<file path="config.mk">
export PLATFORM = sky130hd
export DESIGN_NAME = twr_hang_recovery
export DESIGN_NICKNAME = d
export VERILOG_FILES = /design/src/twr_pkg.sv /design/src/twr_hang_recovery.sv
export VERILOG_INCLUDE_DIRS = /design/src
export SDC_FILE = /design/constraint.sdc
export NUM_CORES = 1
export LEC_CHECK = 0
export ABC_AREA = 1
export BUFFER_PORTS_ARGS = -buffer_cell sky130_fd_sc_hd__buf_2
export CAP_MARGIN = 20
export CORE_ASPECT_RATIO = 2
export CORE_MARGIN = 2
export CORE_UTILIZATION = 55
export DETAILED_ROUTE_END_ITERATION = 12
export GPL_TIMING_DRIVEN = 0
export HOLD_SLACK_MARGIN = 0.08
export PLACE_DENSITY = 0.95
export SLEW_MARGIN = 20
export SYNTH_ARGS = -nofsm -noshare
export SYNTH_HDL_FRONTEND = slang
export SYNTH_SLANG_ARGS = --single-unit
export TNS_END_PERCENT = 100
</file>
<file path="constraint.sdc">
create_clock -name clk_i -period 1.9 [get_ports clk_i]
set_input_delay 0.57 -clock clk_i [delete_from_list [all_inputs] [get_ports clk_i]]
set_output_delay 0.57 -clock clk_i [all_outputs]
set_load 0.01 [all_outputs]
</file>
<file path="src/twr_cfg.svh">
// Offsets, field positions, reset values and timing counts of the recovery block
`ifndef TWR_CFG_SVH
`define TWR_CFG_SVH
// ****************************************
// Register offsets (byte addresses)
// ****************************************
`define TWR_CTRL_OFS 8'h00
`define TWR_STAT_OFS 8'h04
`define TWR_IRQS_OFS 8'h08
`define TWR_IRQM_OFS 8'h0C
// ****************************************
// Field positions and reset values
// ****************************************
`define TWR_CTRL_START_REQ 0
`define TWR_CTRL_STOP_REQ 1
`define TWR_CTRL_SI 2
`define TWR_CTRL_EN 3
`define TWR_CTRL_RST 4'h0
`define TWR_IRQ_BERR 0
`define TWR_IRQ_START 1
`define TWR_IRQ_RECOV 2
`define TWR_IRQ_RST 3'h0
`define TWR_CODE_START 8'h08
`define TWR_CODE_BERR 8'h00
`define TWR_CODE_NONE 8'hF8
// ****************************************
// Timing
// ****************************************
`define TWR_CLK_NS 100
`define TWR_HALF_NS 5000
`define TWR_HALF_CYC ((`TWR_HALF_NS + `TWR_CLK_NS - 1) / `TWR_CLK_NS)
`define TWR_PULSES_PER_TRY 2
`endif

</file>
<file path="src/twr_pkg.sv">
// Types shared by the two-wire hang recovery block
package twr_pkg;
   // ****************************************
   // Sequencer states
   // ****************************************
   typedef enum logic [2:0] {
      ST_IDLE,
      ST_REL,
      ST_PLO,
      ST_PHI,
      ST_SHOLD,
      ST_SCLLO,
      ST_OWN
   } twr_state_e;
   // ****************************************
   // Line pair carrier
   // ****************************************
   typedef struct packed {
      logic scl;
      logic sda;
   } twr_lines_s;
endpackage
</file>
<file path="src/twr_hang_recovery.sv">
// Two-wire serial unit: stuck-line recovery and bus error handling
// Operation
// - Data low at start: send extra clocks
// - Retry START after every two extra clocks
// - Data released: send START, post 08H
// - Same recovery for forced access, repeated START
// - Recovery runs fully in hardware
// - Flag START/STOP at illegal frame position
// - React only as master or addressed slave
// - Bus error: unaddressed, release, flag, 00H
// - Stop request plus flag clear ends error
// - Flag clear: status reads F8H
//
// Decided for this implementation: the register addresses and the Wishbone slave port.
`include "twr_cfg.svh"
module twr_hang_recovery
   import twr_pkg::*;
(
   // Clock and reset
   input wire logic clk_i,
   input wire logic rst_i,
   // Wishbone slave
   input wire logic cyc_i,
   input wire logic stb_i,
   input wire logic we_i,
   input wire logic [7:0] adr_i,
   input wire logic [3:0] sel_i,
   input wire logic [31:0] dat_i,
   output logic [31:0] dat_o,
   output logic ack_o,
   // Slave logic on this clock
   input wire logic slave_addressed_i,
   // Open-drain lines
   input wire logic scl_i,
   input wire logic sda_i,
   output logic scl_o,
   output logic scl_oe_o,
   output logic sda_o,
   output logic sda_oe_o,
   // Interrupt
   output logic irq_o
);
   localparam logic [7:0] HALF_LAST = 8'(`TWR_HALF_CYC - 1);
   localparam logic PULSE_LAST = 1'(`TWR_PULSES_PER_TRY - 1);

   // ****************************************
   // Line synchronisers and condition detect
   // ****************************************
   twr_lines_s lines_m, lines_s, lines_q;
   logic start_det, stop_det, scl_rise, scl_fall;

   always_ff @(posedge clk_i) begin
      if (rst_i) begin
         lines_m <= '1;
         lines_s <= '1;
         lines_q <= '1;
      end else begin
         lines_m <= '{scl: scl_i, sda: sda_i};
         lines_s <= lines_m;
         lines_q <= lines_s;
      end
   end

   assign start_det = lines_s.scl && lines_q.scl && lines_q.sda && !lines_s.sda;
   assign stop_det = lines_s.scl && lines_q.scl && !lines_q.sda && lines_s.sda;
   assign scl_rise = lines_s.scl && !lines_q.scl;
   assign scl_fall = !lines_s.scl && lines_q.scl;

   // ****************************************
   // Bit position within byte plus ack slot
   // ****************************************
   logic [3:0] bitpos;

   always_ff @(posedge clk_i) begin
      if (rst_i) begin
         bitpos <= 4'h0;
      end else if (start_det || stop_det) begin
         bitpos <= 4'h0;
      end else if (scl_rise) begin
         bitpos <= bitpos + 4'h1;
      end else if (scl_fall && bitpos == 4'h9) begin
         bitpos <= 4'h0;
      end
   end

   // ****************************************
   // Register file state
   // ****************************************
   twr_state_e state;
   logic start_request_flag, stop_request_flag, si, en;
   logic [7:0] code;
   logic master, busy, err_flag;
   logic [2:0] irq_stat, irq_mask;
   logic [7:0] half_cnt;
   logic pulse_cnt;
   logic acc, ctl_wr, involved, berr, go, forced, err_clear, half_done;
   logic start_posted, recov_begin;
   logic [7:0] stat_rd;

   assign acc = cyc_i && stb_i && ack_o;
   assign ctl_wr = acc && we_i && sel_i[0] && adr_i == `TWR_CTRL_OFS;
   assign involved = master || slave_addressed_i;
   assign half_done = half_cnt == HALF_LAST;
   assign stat_rd = si ? code : `TWR_CODE_NONE;

   // Conditions at bit positions 2..9 cut a byte or ack bit
   assign berr = (start_det || stop_det) && involved && bitpos >= 4'h2
                 && (state == ST_IDLE || state == ST_OWN);
   assign forced = start_request_flag && stop_request_flag && busy && !master
                   && !err_flag;
   assign err_clear = stop_request_flag && !si && !start_request_flag
                      && (err_flag || master);
   assign go = en && start_request_flag && !si && !err_flag && state == ST_IDLE
               && (!busy || master);
   assign start_posted = state == ST_SCLLO && half_done;
   assign recov_begin = state == ST_REL && half_done && !lines_s.sda;

   // ****************************************
   // Wishbone slave
   // ****************************************
   always_ff @(posedge clk_i) begin
      if (rst_i) begin
         ack_o <= 1'b0;
      end else begin
         ack_o <= cyc_i && stb_i && !ack_o;
      end
   end

   always_ff @(posedge clk_i) begin
      if (rst_i) begin
         dat_o <= 32'h0000_0000;
      end else if (cyc_i && stb_i && !ack_o && !we_i) begin
         unique case (adr_i)
            `TWR_CTRL_OFS: dat_o <= {28'h000_0000, en, si, stop_request_flag, start_request_flag};
            `TWR_STAT_OFS: dat_o <= {24'h00_0000, stat_rd};
            `TWR_IRQS_OFS: dat_o <= {29'h0000_0000, irq_stat};
            `TWR_IRQM_OFS: dat_o <= {29'h0000_0000, irq_mask};
            default: dat_o <= 32'h0000_0000;
         endcase
      end
   end

   // ****************************************
   // Control flags
   // ****************************************
   always_ff @(posedge clk_i) begin
      if (rst_i) begin
         {en, si, stop_request_flag, start_request_flag} <= `TWR_CTRL_RST;
      end else begin
         if (ctl_wr) begin
            start_request_flag <= dat_i[`TWR_CTRL_START_REQ];
            en <= dat_i[`TWR_CTRL_EN];
         end
         if (forced || err_clear) begin
            stop_request_flag <= 1'b0;
         end else if (ctl_wr) begin
            stop_request_flag <= dat_i[`TWR_CTRL_STOP_REQ];
         end
         if (berr || start_posted) begin
            si <= 1'b1;
         end else if (ctl_wr) begin
            si <= dat_i[`TWR_CTRL_SI];
         end
      end
   end

   // ****************************************
   // Status code
   // ****************************************
   always_ff @(posedge clk_i) begin
      if (rst_i) begin
         code <= `TWR_CODE_NONE;
      end else if (berr) begin
         code <= `TWR_CODE_BERR;
      end else if (start_posted) begin
         code <= `TWR_CODE_START;
      end else if (!si) begin
         code <= `TWR_CODE_NONE;
      end
   end

   // ****************************************
   // Bus role and busy tracking
   // ****************************************
   always_ff @(posedge clk_i) begin
      if (rst_i) begin
         master <= 1'b0;
         err_flag <= 1'b0;
      end else if (berr) begin
         master <= 1'b0;
         err_flag <= 1'b1;
      end else if (err_clear) begin
         master <= 1'b0;
         err_flag <= 1'b0;
      end else if (start_posted) begin
         master <= 1'b1;
      end else if (stop_det && state == ST_IDLE) begin
         master <= 1'b0;
      end
   end

   always_ff @(posedge clk_i) begin
      if (rst_i) begin
         busy <= 1'b0;
      end else if (forced || stop_det) begin
         busy <= 1'b0; // Forced access acts as a received STOP
      end else if (start_det) begin
         busy <= 1'b1;
      end
   end

   // ****************************************
   // Recovery and START sequencer
   // ****************************************
   always_ff @(posedge clk_i) begin
      if (rst_i || berr || state == ST_IDLE || state == ST_OWN || half_done) begin
         half_cnt <= 8'h00;
      end else if (lines_s.scl || state == ST_PLO || state == ST_SCLLO) begin
         half_cnt <= half_cnt + 8'h01;
      end
   end

   always_ff @(posedge clk_i) begin
      if (rst_i || berr) begin
         state <= ST_IDLE;
         pulse_cnt <= 1'b0;
      end else begin
         unique case (state)
            ST_IDLE: if (go) begin
               state <= ST_REL;
            end
            ST_REL: if (half_done) begin
               state <= lines_s.sda ? ST_SHOLD : ST_PLO;
               pulse_cnt <= 1'b0;
            end
            ST_PLO: if (half_done) begin
               state <= ST_PHI;
            end
            ST_PHI: if (half_done) begin
               pulse_cnt <= pulse_cnt + 1'b1;
               state <= pulse_cnt == PULSE_LAST ? ST_REL : ST_PLO;
            end
            ST_SHOLD: if (half_done) begin
               state <= ST_SCLLO;
            end
            ST_SCLLO: if (half_done) begin
               state <= ST_OWN;
            end
            ST_OWN: if (!si) begin
               state <= ST_IDLE;
            end
         endcase
      end
   end

   // Open-drain drive: only ever pulls low
   assign scl_o = 1'b0;
   assign sda_o = 1'b0;
   always_ff @(posedge clk_i) begin
      if (rst_i || berr) begin
         scl_oe_o <= 1'b0;
         sda_oe_o <= 1'b0;
      end else begin
         scl_oe_o <= state == ST_PLO || state == ST_SCLLO || state == ST_OWN;
         sda_oe_o <= state == ST_SHOLD || state == ST_SCLLO;
      end
   end

   // ****************************************
   // Interrupt status and mask
   // ****************************************
   logic [2:0] irq_set;
   assign irq_set = {recov_begin, start_posted, berr};

   always_ff @(posedge clk_i) begin
      if (rst_i) begin
         irq_stat <= `TWR_IRQ_RST;
      end else if (acc && we_i && sel_i[0] && adr_i == `TWR_IRQS_OFS) begin
         irq_stat <= (irq_stat & ~dat_i[2:0]) | irq_set;
      end else begin
         irq_stat <= irq_stat | irq_set;
      end
   end

   always_ff @(posedge clk_i) begin
      if (rst_i) begin
         irq_mask <= `TWR_IRQ_RST;
      end else if (acc && we_i && sel_i[0] && adr_i == `TWR_IRQM_OFS) begin
         irq_mask <= dat_i[2:0];
      end
   end

   always_ff @(posedge clk_i) begin
      if (rst_i) begin
         irq_o <= 1'b0;
      end else begin
         irq_o <= |(irq_stat & irq_mask);
      end
   end

   // ****************************************
   // Checks
   // ****************************************
   chk_berr_code: assert property (@(posedge clk_i) disable iff (rst_i)
      berr |=> si && code == `TWR_CODE_BERR && !master)
      else $error("bus error did not post 00H");
   chk_berr_release: assert property (@(posedge clk_i) disable iff (rst_i)
      berr |=> !scl_oe_o && !sda_oe_o && state == ST_IDLE)
      else $error("bus error did not release lines");
   chk_none_code: assert property (@(posedge clk_i) disable iff (rst_i)
      ack_o && !we_i && adr_i == `TWR_STAT_OFS && !$past(si) |-> dat_o[7:0] == `TWR_CODE_NONE)
      else $error("status not F8H with flag clear");
   chk_berr_hold: assert property (@(posedge clk_i) disable iff (rst_i)
      si && code == `TWR_CODE_BERR && !ctl_wr |=> code == `TWR_CODE_BERR)
      else $error("bus error code changed early");
   chk_pulse_start: assert property (@(posedge clk_i) disable iff (rst_i)
      recov_begin && !berr |=> state == ST_PLO ##1 scl_oe_o)
      else $error("no extra clock on stuck data");
   chk_retry_pair: assert property (@(posedge clk_i) disable iff (rst_i)
      state == ST_PHI && half_done && pulse_cnt && !berr |=> state == ST_REL)
      else $error("no retry after two pulses");
   chk_start_code: assert property (@(posedge clk_i) disable iff (rst_i)
      start_posted && !berr |=> si && code == `TWR_CODE_START && master)
      else $error("START did not post 08H");
   chk_ignore_uninvolved: assert property (@(posedge clk_i) disable iff (rst_i)
      (start_det || stop_det) && !involved |=> !(si && code == `TWR_CODE_BERR && !$past(si)))
      else $error("bus error taken while uninvolved");
   chk_illegal_flag: assert property (@(posedge clk_i) disable iff (rst_i)
      (start_det || stop_det) && involved && bitpos == 4'h4 && state == ST_IDLE |=> err_flag)
      else $error("illegal condition not flagged");
   chk_err_clear: assert property (@(posedge clk_i) disable iff (rst_i)
      err_flag && stop_request_flag && !si && !start_request_flag && !berr
      |=> !stop_request_flag && !err_flag && !master)
      else $error("error recovery did not clear stop");
endmodule

</file>
# Word level (Yosys, flattened, before mapping)
# Index checks and enable logic that the tools add are counted.
[op_classes]
order_cmp = 1
n_bitwise = 5
eq_ne = 18
mux = 26
add_sub_neg = 3
n_reduce_logical = 79
[op_table]
columns = ["op", "n"]
rows = [
  ["$logic_and 1x1->1", 36],
  ["$pmux 8 s4", 1],
  ["$mux 3", 9],
  ["$mux 8", 3],
  ["$pmux 3 s7", 1],
  ["$logic_or 1x1->1", 17],
  ["$eq 8x4->1 const B", 2],
  ["$ne 2x2->1 const B", 7],
  ["$logic_not 1->1", 11],
  ["$reduce_bool 2->1", 5],
  ["$eq 3x3->1 const B", 3],
  ["$reduce_or 3->1", 3],
  ["$add 8x1->8 const B", 1],
  ["$eq 8x3->1 const B", 1],
  ["$eq 8x6->1 const B", 1],
  ["$logic_not 8->1", 1],
  ["$mux 1", 8],
  ["$mux 4", 2],
  ["$reduce_and 7->1", 1],
  ["$and 3x3->3", 2],
  ["$eq 3x2->1 const B", 2],
  ["$or 3x3->3", 2],
  ["$reduce_or 2->1", 3],
  ["$add 4x1->4 const B", 1],
  ["9 further kinds", 9],
]
[word_totals]
elab_cells = 158
input_bits = 52
reg_bits = 79
output_inout_bits = 38

# Longest topological paths before layout
[depth]
depth_word = 11
mapped_depth = 11
depth_no_buf = 11

# Worst setup path before layout
# No wires, ideal clock.
[synth_timing]
kind = "input to register"
from = "input adr_i[7]"
to = "register si"
path_buffers = 0
arrival_time_ns = 1.368
required_time_ns = 1.769
setup_ns = 0.131
setup_slack_ns = 0.401
stages = 6
cell_sequence = "nor2_1 nand2_1 nor2_1 nand2_1 o21ai_0 a21oi_2"
[synth_between]
elab_chain_cells = 3
[synth_lines]
columns = ["item", "line_no", "text"]
rows = [
  ["start, declared", "twr_hang_recovery.sv:26", "input wire logic [7:0] adr_i,"],
  ["$logic_not 8->1", "n/a", ""],
  ["$logic_and 1x1->1 (no line)", "n/a", ""],
  ["$reduce_bool 2->1 (no line)", "n/a", ""],
  ["end signal, assigned", "twr_hang_recovery.sv:148", "{en, si, stop_request_flag, start_request_flag} <= `TWR_CTRL_RST;"],
  ["end signal, assigned", "twr_hang_recovery.sv:162", "si <= dat_i[`TWR_CTRL_SI];"],
  ["end, declared", "twr_hang_recovery.sv:90", "logic start_request_flag, stop_request_flag, si, en;"],
]
# Every way passes these cells.
# A chain may end at the register's enable or synchronous reset.

==> run_results.csv <==
group,metric,value,unit
status,status,"complete, no violations",
power,power.share.clock,29.8,%
floorplanning,area_of_the_die,5700,sq um
placement,count_of_port_buffers_added_during_placement,32,
logic_synthesis,synth_cells,393,
layout,final_cell_mix,"sky130_fd_sc_hd__nand2_1 (83), sky130_fd_sc_hd__dfxtp_1 (55), sky130_fd_sc_hd__inv_1 (42)",
placement,gp_routability_congestion,0.900,
power,comb_power_share,20.7,%
logic_synthesis,synth_simple_gate_area_share,30.0,%
clock_tree,cts.repair_timing.setup_buffer_count,0,
floorplanning,num_io_pins,90,
global_routing,congestion_overflow_gr,0,
placement,post_dp_area,3120,sq um
placement,post_dp_hpwl,4610,um
power,internal_power,1.78,mW
sta,timing_max_transition_violations_final,0,
sta,final_setup_tns,0,ns
logic_synthesis,synth_top_family_by_area,"simple AND/OR/NAND/NOR gates",
power,netSwitchingPower,755,uW
sta,fmax,618,MHz
worst_hold_path,hp-class,"reg2reg",
power,finalPower,2.54,mW
clock_tree,worstSkewPairLatency,0.31,ns
setup_path,critical_path.endpoint_type,"flop",
logic_synthesis,synth_seq_area_share,39.4,%
floorplanning,die_y,105,um
layout,synthToLayoutAreaGrowth,15.4,%
layout,finish.net_count,514,
sta,hold_viol_final,0,
logic_synthesis,synth_compound_gate_area_share,13.0,%
clock_tree,cts_tree,"built",
setup_path,reg2reg_slack,0.28,ns
detailed_routing,vias,2614,
global_routing,gr-usage-all-layers,22.5,%
detailed_routing,firstDrtPassIters,4,
power,pwr_density_cell,786,nW/um^2
clock_tree,cts.repair.resized,0,
sta,whs,0.417,ns
logic_synthesis,post_synth_instance_area,2800,sq um
logic_synthesis,number_of_synthesized_register_bits,55,
clock_tree,numClockSinks,55,
clock_tree,cts-hold-fix-buffers,0,
sta,finalClockSkew,0.0117,ns
floorplanning,core.rowCount,36,
clock_tree,cts.clk_slew.worst_paths,0.10,ns
detailed_routing,via_per_inst,5.09,
clock_tree,tritoncts_buffers,5,
power,cellLeakagePower,1.54,nW
logic_synthesis,synth_warn,0,
setup_path,worst_setup_path_start_kind,"flop",
setup_path,worst-r2r-cell-count,8,
global_routing,first_global_vias,2501,
global_routing,largest_net_degree_at_the_start_of_global_routing,17,
floorplanning,initial_utilization,57.5,%
setup_path,startpoint,"half_cnt[0]$_SDFFE_PP0P_",
layout,layout.cell_area.non_filler,3230,sq um
layout,mostFrequentLayoutCell,"sky130_fd_sc_hd__nand2_1",
sta,setup_viol,0,
layout,fraction_of_final_layout_cells_with_drive_strength_greater_than_1,21.4,%
setup_path,cp-endpoint,"code[1]$_SDFF_PP0_",
clock_tree,clock_tree.root_cell,"sky130_fd_sc_hd__clkbuf_8",
detailed_routing,wire_per_inst,11.5,um
logic_synthesis,yosys-mux-area-fraction,0,%
logic_synthesis,area_share_of_xor_xnor_cells_in_the_synthesized_design,0.627,%
sta,unrepaired_setup_endpoints_after_global_routing,"false",
setup_path,critPathRequiredTime,2.12,ns
clock_tree,cts.path.max_buffers,2,
floorplanning,design.core.area,4860,sq um
power,power.share.switching,29.8,%
logic_synthesis,synth_cell_type_count,31,
layout,seqCellArea,1100,sq um
setup_path,rr_endpoint,"code[1]$_SDFF_PP0_",
setup_path,regToRegStartpoint,"half_cnt[0]$_SDFFE_PP0P_",
logic_synthesis,ys_top_cells_by_area,"sky130_fd_sc_hd__dfxtp_1 (39%), sky130_fd_sc_hd__nand2_1 (11%), sky130_fd_sc_hd__buf_4 (7.0%)",
logic_synthesis,synthDominantAreaCellType,"sky130_fd_sc_hd__dfxtp_1",
global_routing,grt_antenna_before_repair,0,
detailed_routing,detail_route.wirelength,5920,um
logic_synthesis,post_synth.cell_area_avg,7.11,sq um
sta,final_min_period_over_clock_period,85.1,%
setup_path,timing.setup.critical_path_class,"reg2reg",
detailed_routing,final_antenna_net_count,0,
setup_path,arrival,1.84,ns
layout,ant_cells,0,
logic_synthesis,yosys_top_cell_area_share,39.4,%
power,vdd_drop_max,851,uV
layout,area_used_by_multi_input_combinational_logic,1380,sq um
clock_tree,h-tree-depth,2,
sta,min_period,1.62,ns
run,max-cap-violations,0,
layout,nFillCells,422,
setup_path,critical_path_peak_fanout,5,
power,seqPwrFrac,49.5,%
global_routing,grt_first_pass_wirelength,9680,um
logic_synthesis,synth_fa_ha_area_share,2.24,%
detailed_routing,post_detailed_route_drc_marker_count,0,
floorplanning,fp.dieW,54.4,um
detailed_routing,detailedRoute.firstIterationViolations,67,
-- state kept, by name (all words and copies together), names as in the netlist, 2 cells and up --
| name | cells |
|---|---|
| half_cnt | 8 |
| state | 3 |
| lines_q | 2 |
| irq_mask | 3 |
| lines_m | 2 |
| lines_s | 2 |
| dat_o | 8 |
| bitpos | 4 |
| code | 8 |
| irq_stat | 3 |
-- cell usage after synthesis (all sizes together) --
library cell,count
nand2,89
dfxtp,55
inv,49
nor2,43
a21oi,32
o21ai,31
buf,29
nand3,26
nor3,7
nand4,6
ha,5
nand3b,4
or2,4
clkbuf,3
a211oi,2
o211ai,2
clkinv,1
conb,1
o21a,1
o22ai,1
xnor2,1
xor2,1
-- metal layers --
metal,share of wire (%),GRT usage [%]
met5,0,0
met4,5.3,15.7
met3,4.8,3.86
met2,56,42.4
met1,33,18.6
-- how the worst min path moves through the flow --
stage | from | endpoint | slack, ns | cells past startpoint
after floorplan | lines_m[0]$_SDFF_PP1_ | lines_s[0]$_SDFF_PP1_ | 0.39 | 1
after global placement | lines_m[1]$_SDFF_PP1_ | lines_s[1]$_SDFF_PP1_ | 0.39 | 1
after detailed placement | lines_m[1]$_SDFF_PP1_ | lines_s[1]$_SDFF_PP1_ | 0.40 | 1
after CTS | lines_m[1]$_SDFF_PP1_ | lines_s[1]$_SDFF_PP1_ | 0.42 | 1
after global routing | scl_i | lines_m[1]$_SDFF_PP1_ | 0.43 | 2
final | lines_m[1]$_SDFF_PP1_ | lines_s[1]$_SDFF_PP1_ | 0.42 | 1
-- cells by family (layout without fill, tap and decap cells) --
logic type      after synthesis  after routing
xor+xnor                      2              2
other cells                   1             26
compound gates               69             69
buf+inv                      82            121
flops                        55             55
fa+ha+maj                     5              5
simple gates                179            179
-- worst max-delay path, cell delays in order, from the launching register on --
cell and delay, ns:
sky130_fd_sc_hd__dfxtp_1 0.39, sky130_fd_sc_hd__ha_1 0.16, sky130_fd_sc_hd__nand3_1 0.12, sky130_fd_sc_hd__nor2_2 0.20, sky130_fd_sc_hd__nand3_1 0.28, sky130_fd_sc_hd__nand2_4 0.19
sky130_fd_sc_hd__inv_2 0.05, sky130_fd_sc_hd__nand2_2 0.11, sky130_fd_sc_hd__nor2_2 0.05
-- layout make-up --
| type | count | area share (%) |
|---|---|---|
| multi-input combinational | 281 | 42.7 |
| sequential | 55 | 34.1 |
| buffer | 32 | 6.86 |
| inverter | 50 | 5.82 |
| timing repair buffer | 32 | 4.96 |
| tap | 57 | 2.21 |
| clock buffer | 5 | 2.13 |
| clock inverter | 2 | 1.16 |
-- power groups by stage --
stage | Sequential [mW] | Combinational, mW | Clock, mW
after detailed placement | 1.28 | 0.517 | 0
after floorplan | 1.28 | 0.400 | 0
final | 1.26 | 0.525 | 0.755
after global placement | 1.28 | 0.507 | 0
after CTS | 1.26 | 0.522 | 0.763
after global routing | 1.26 | 0.598 | 0.812
-- through the flow --
stage,cells,util (%),setup WS [ns]
2_1_floorplan,418,-,0.401
3_3_place_gp,507,64.1,0.125
3_5_place_dp,507,64.1,0.104
4_1_cts,514,66.3,0.307
5_1_grt,514,66.3,0.189
6_report,514,66.3,0.282
No activity file was read; power rests on OpenSTA's default activity.
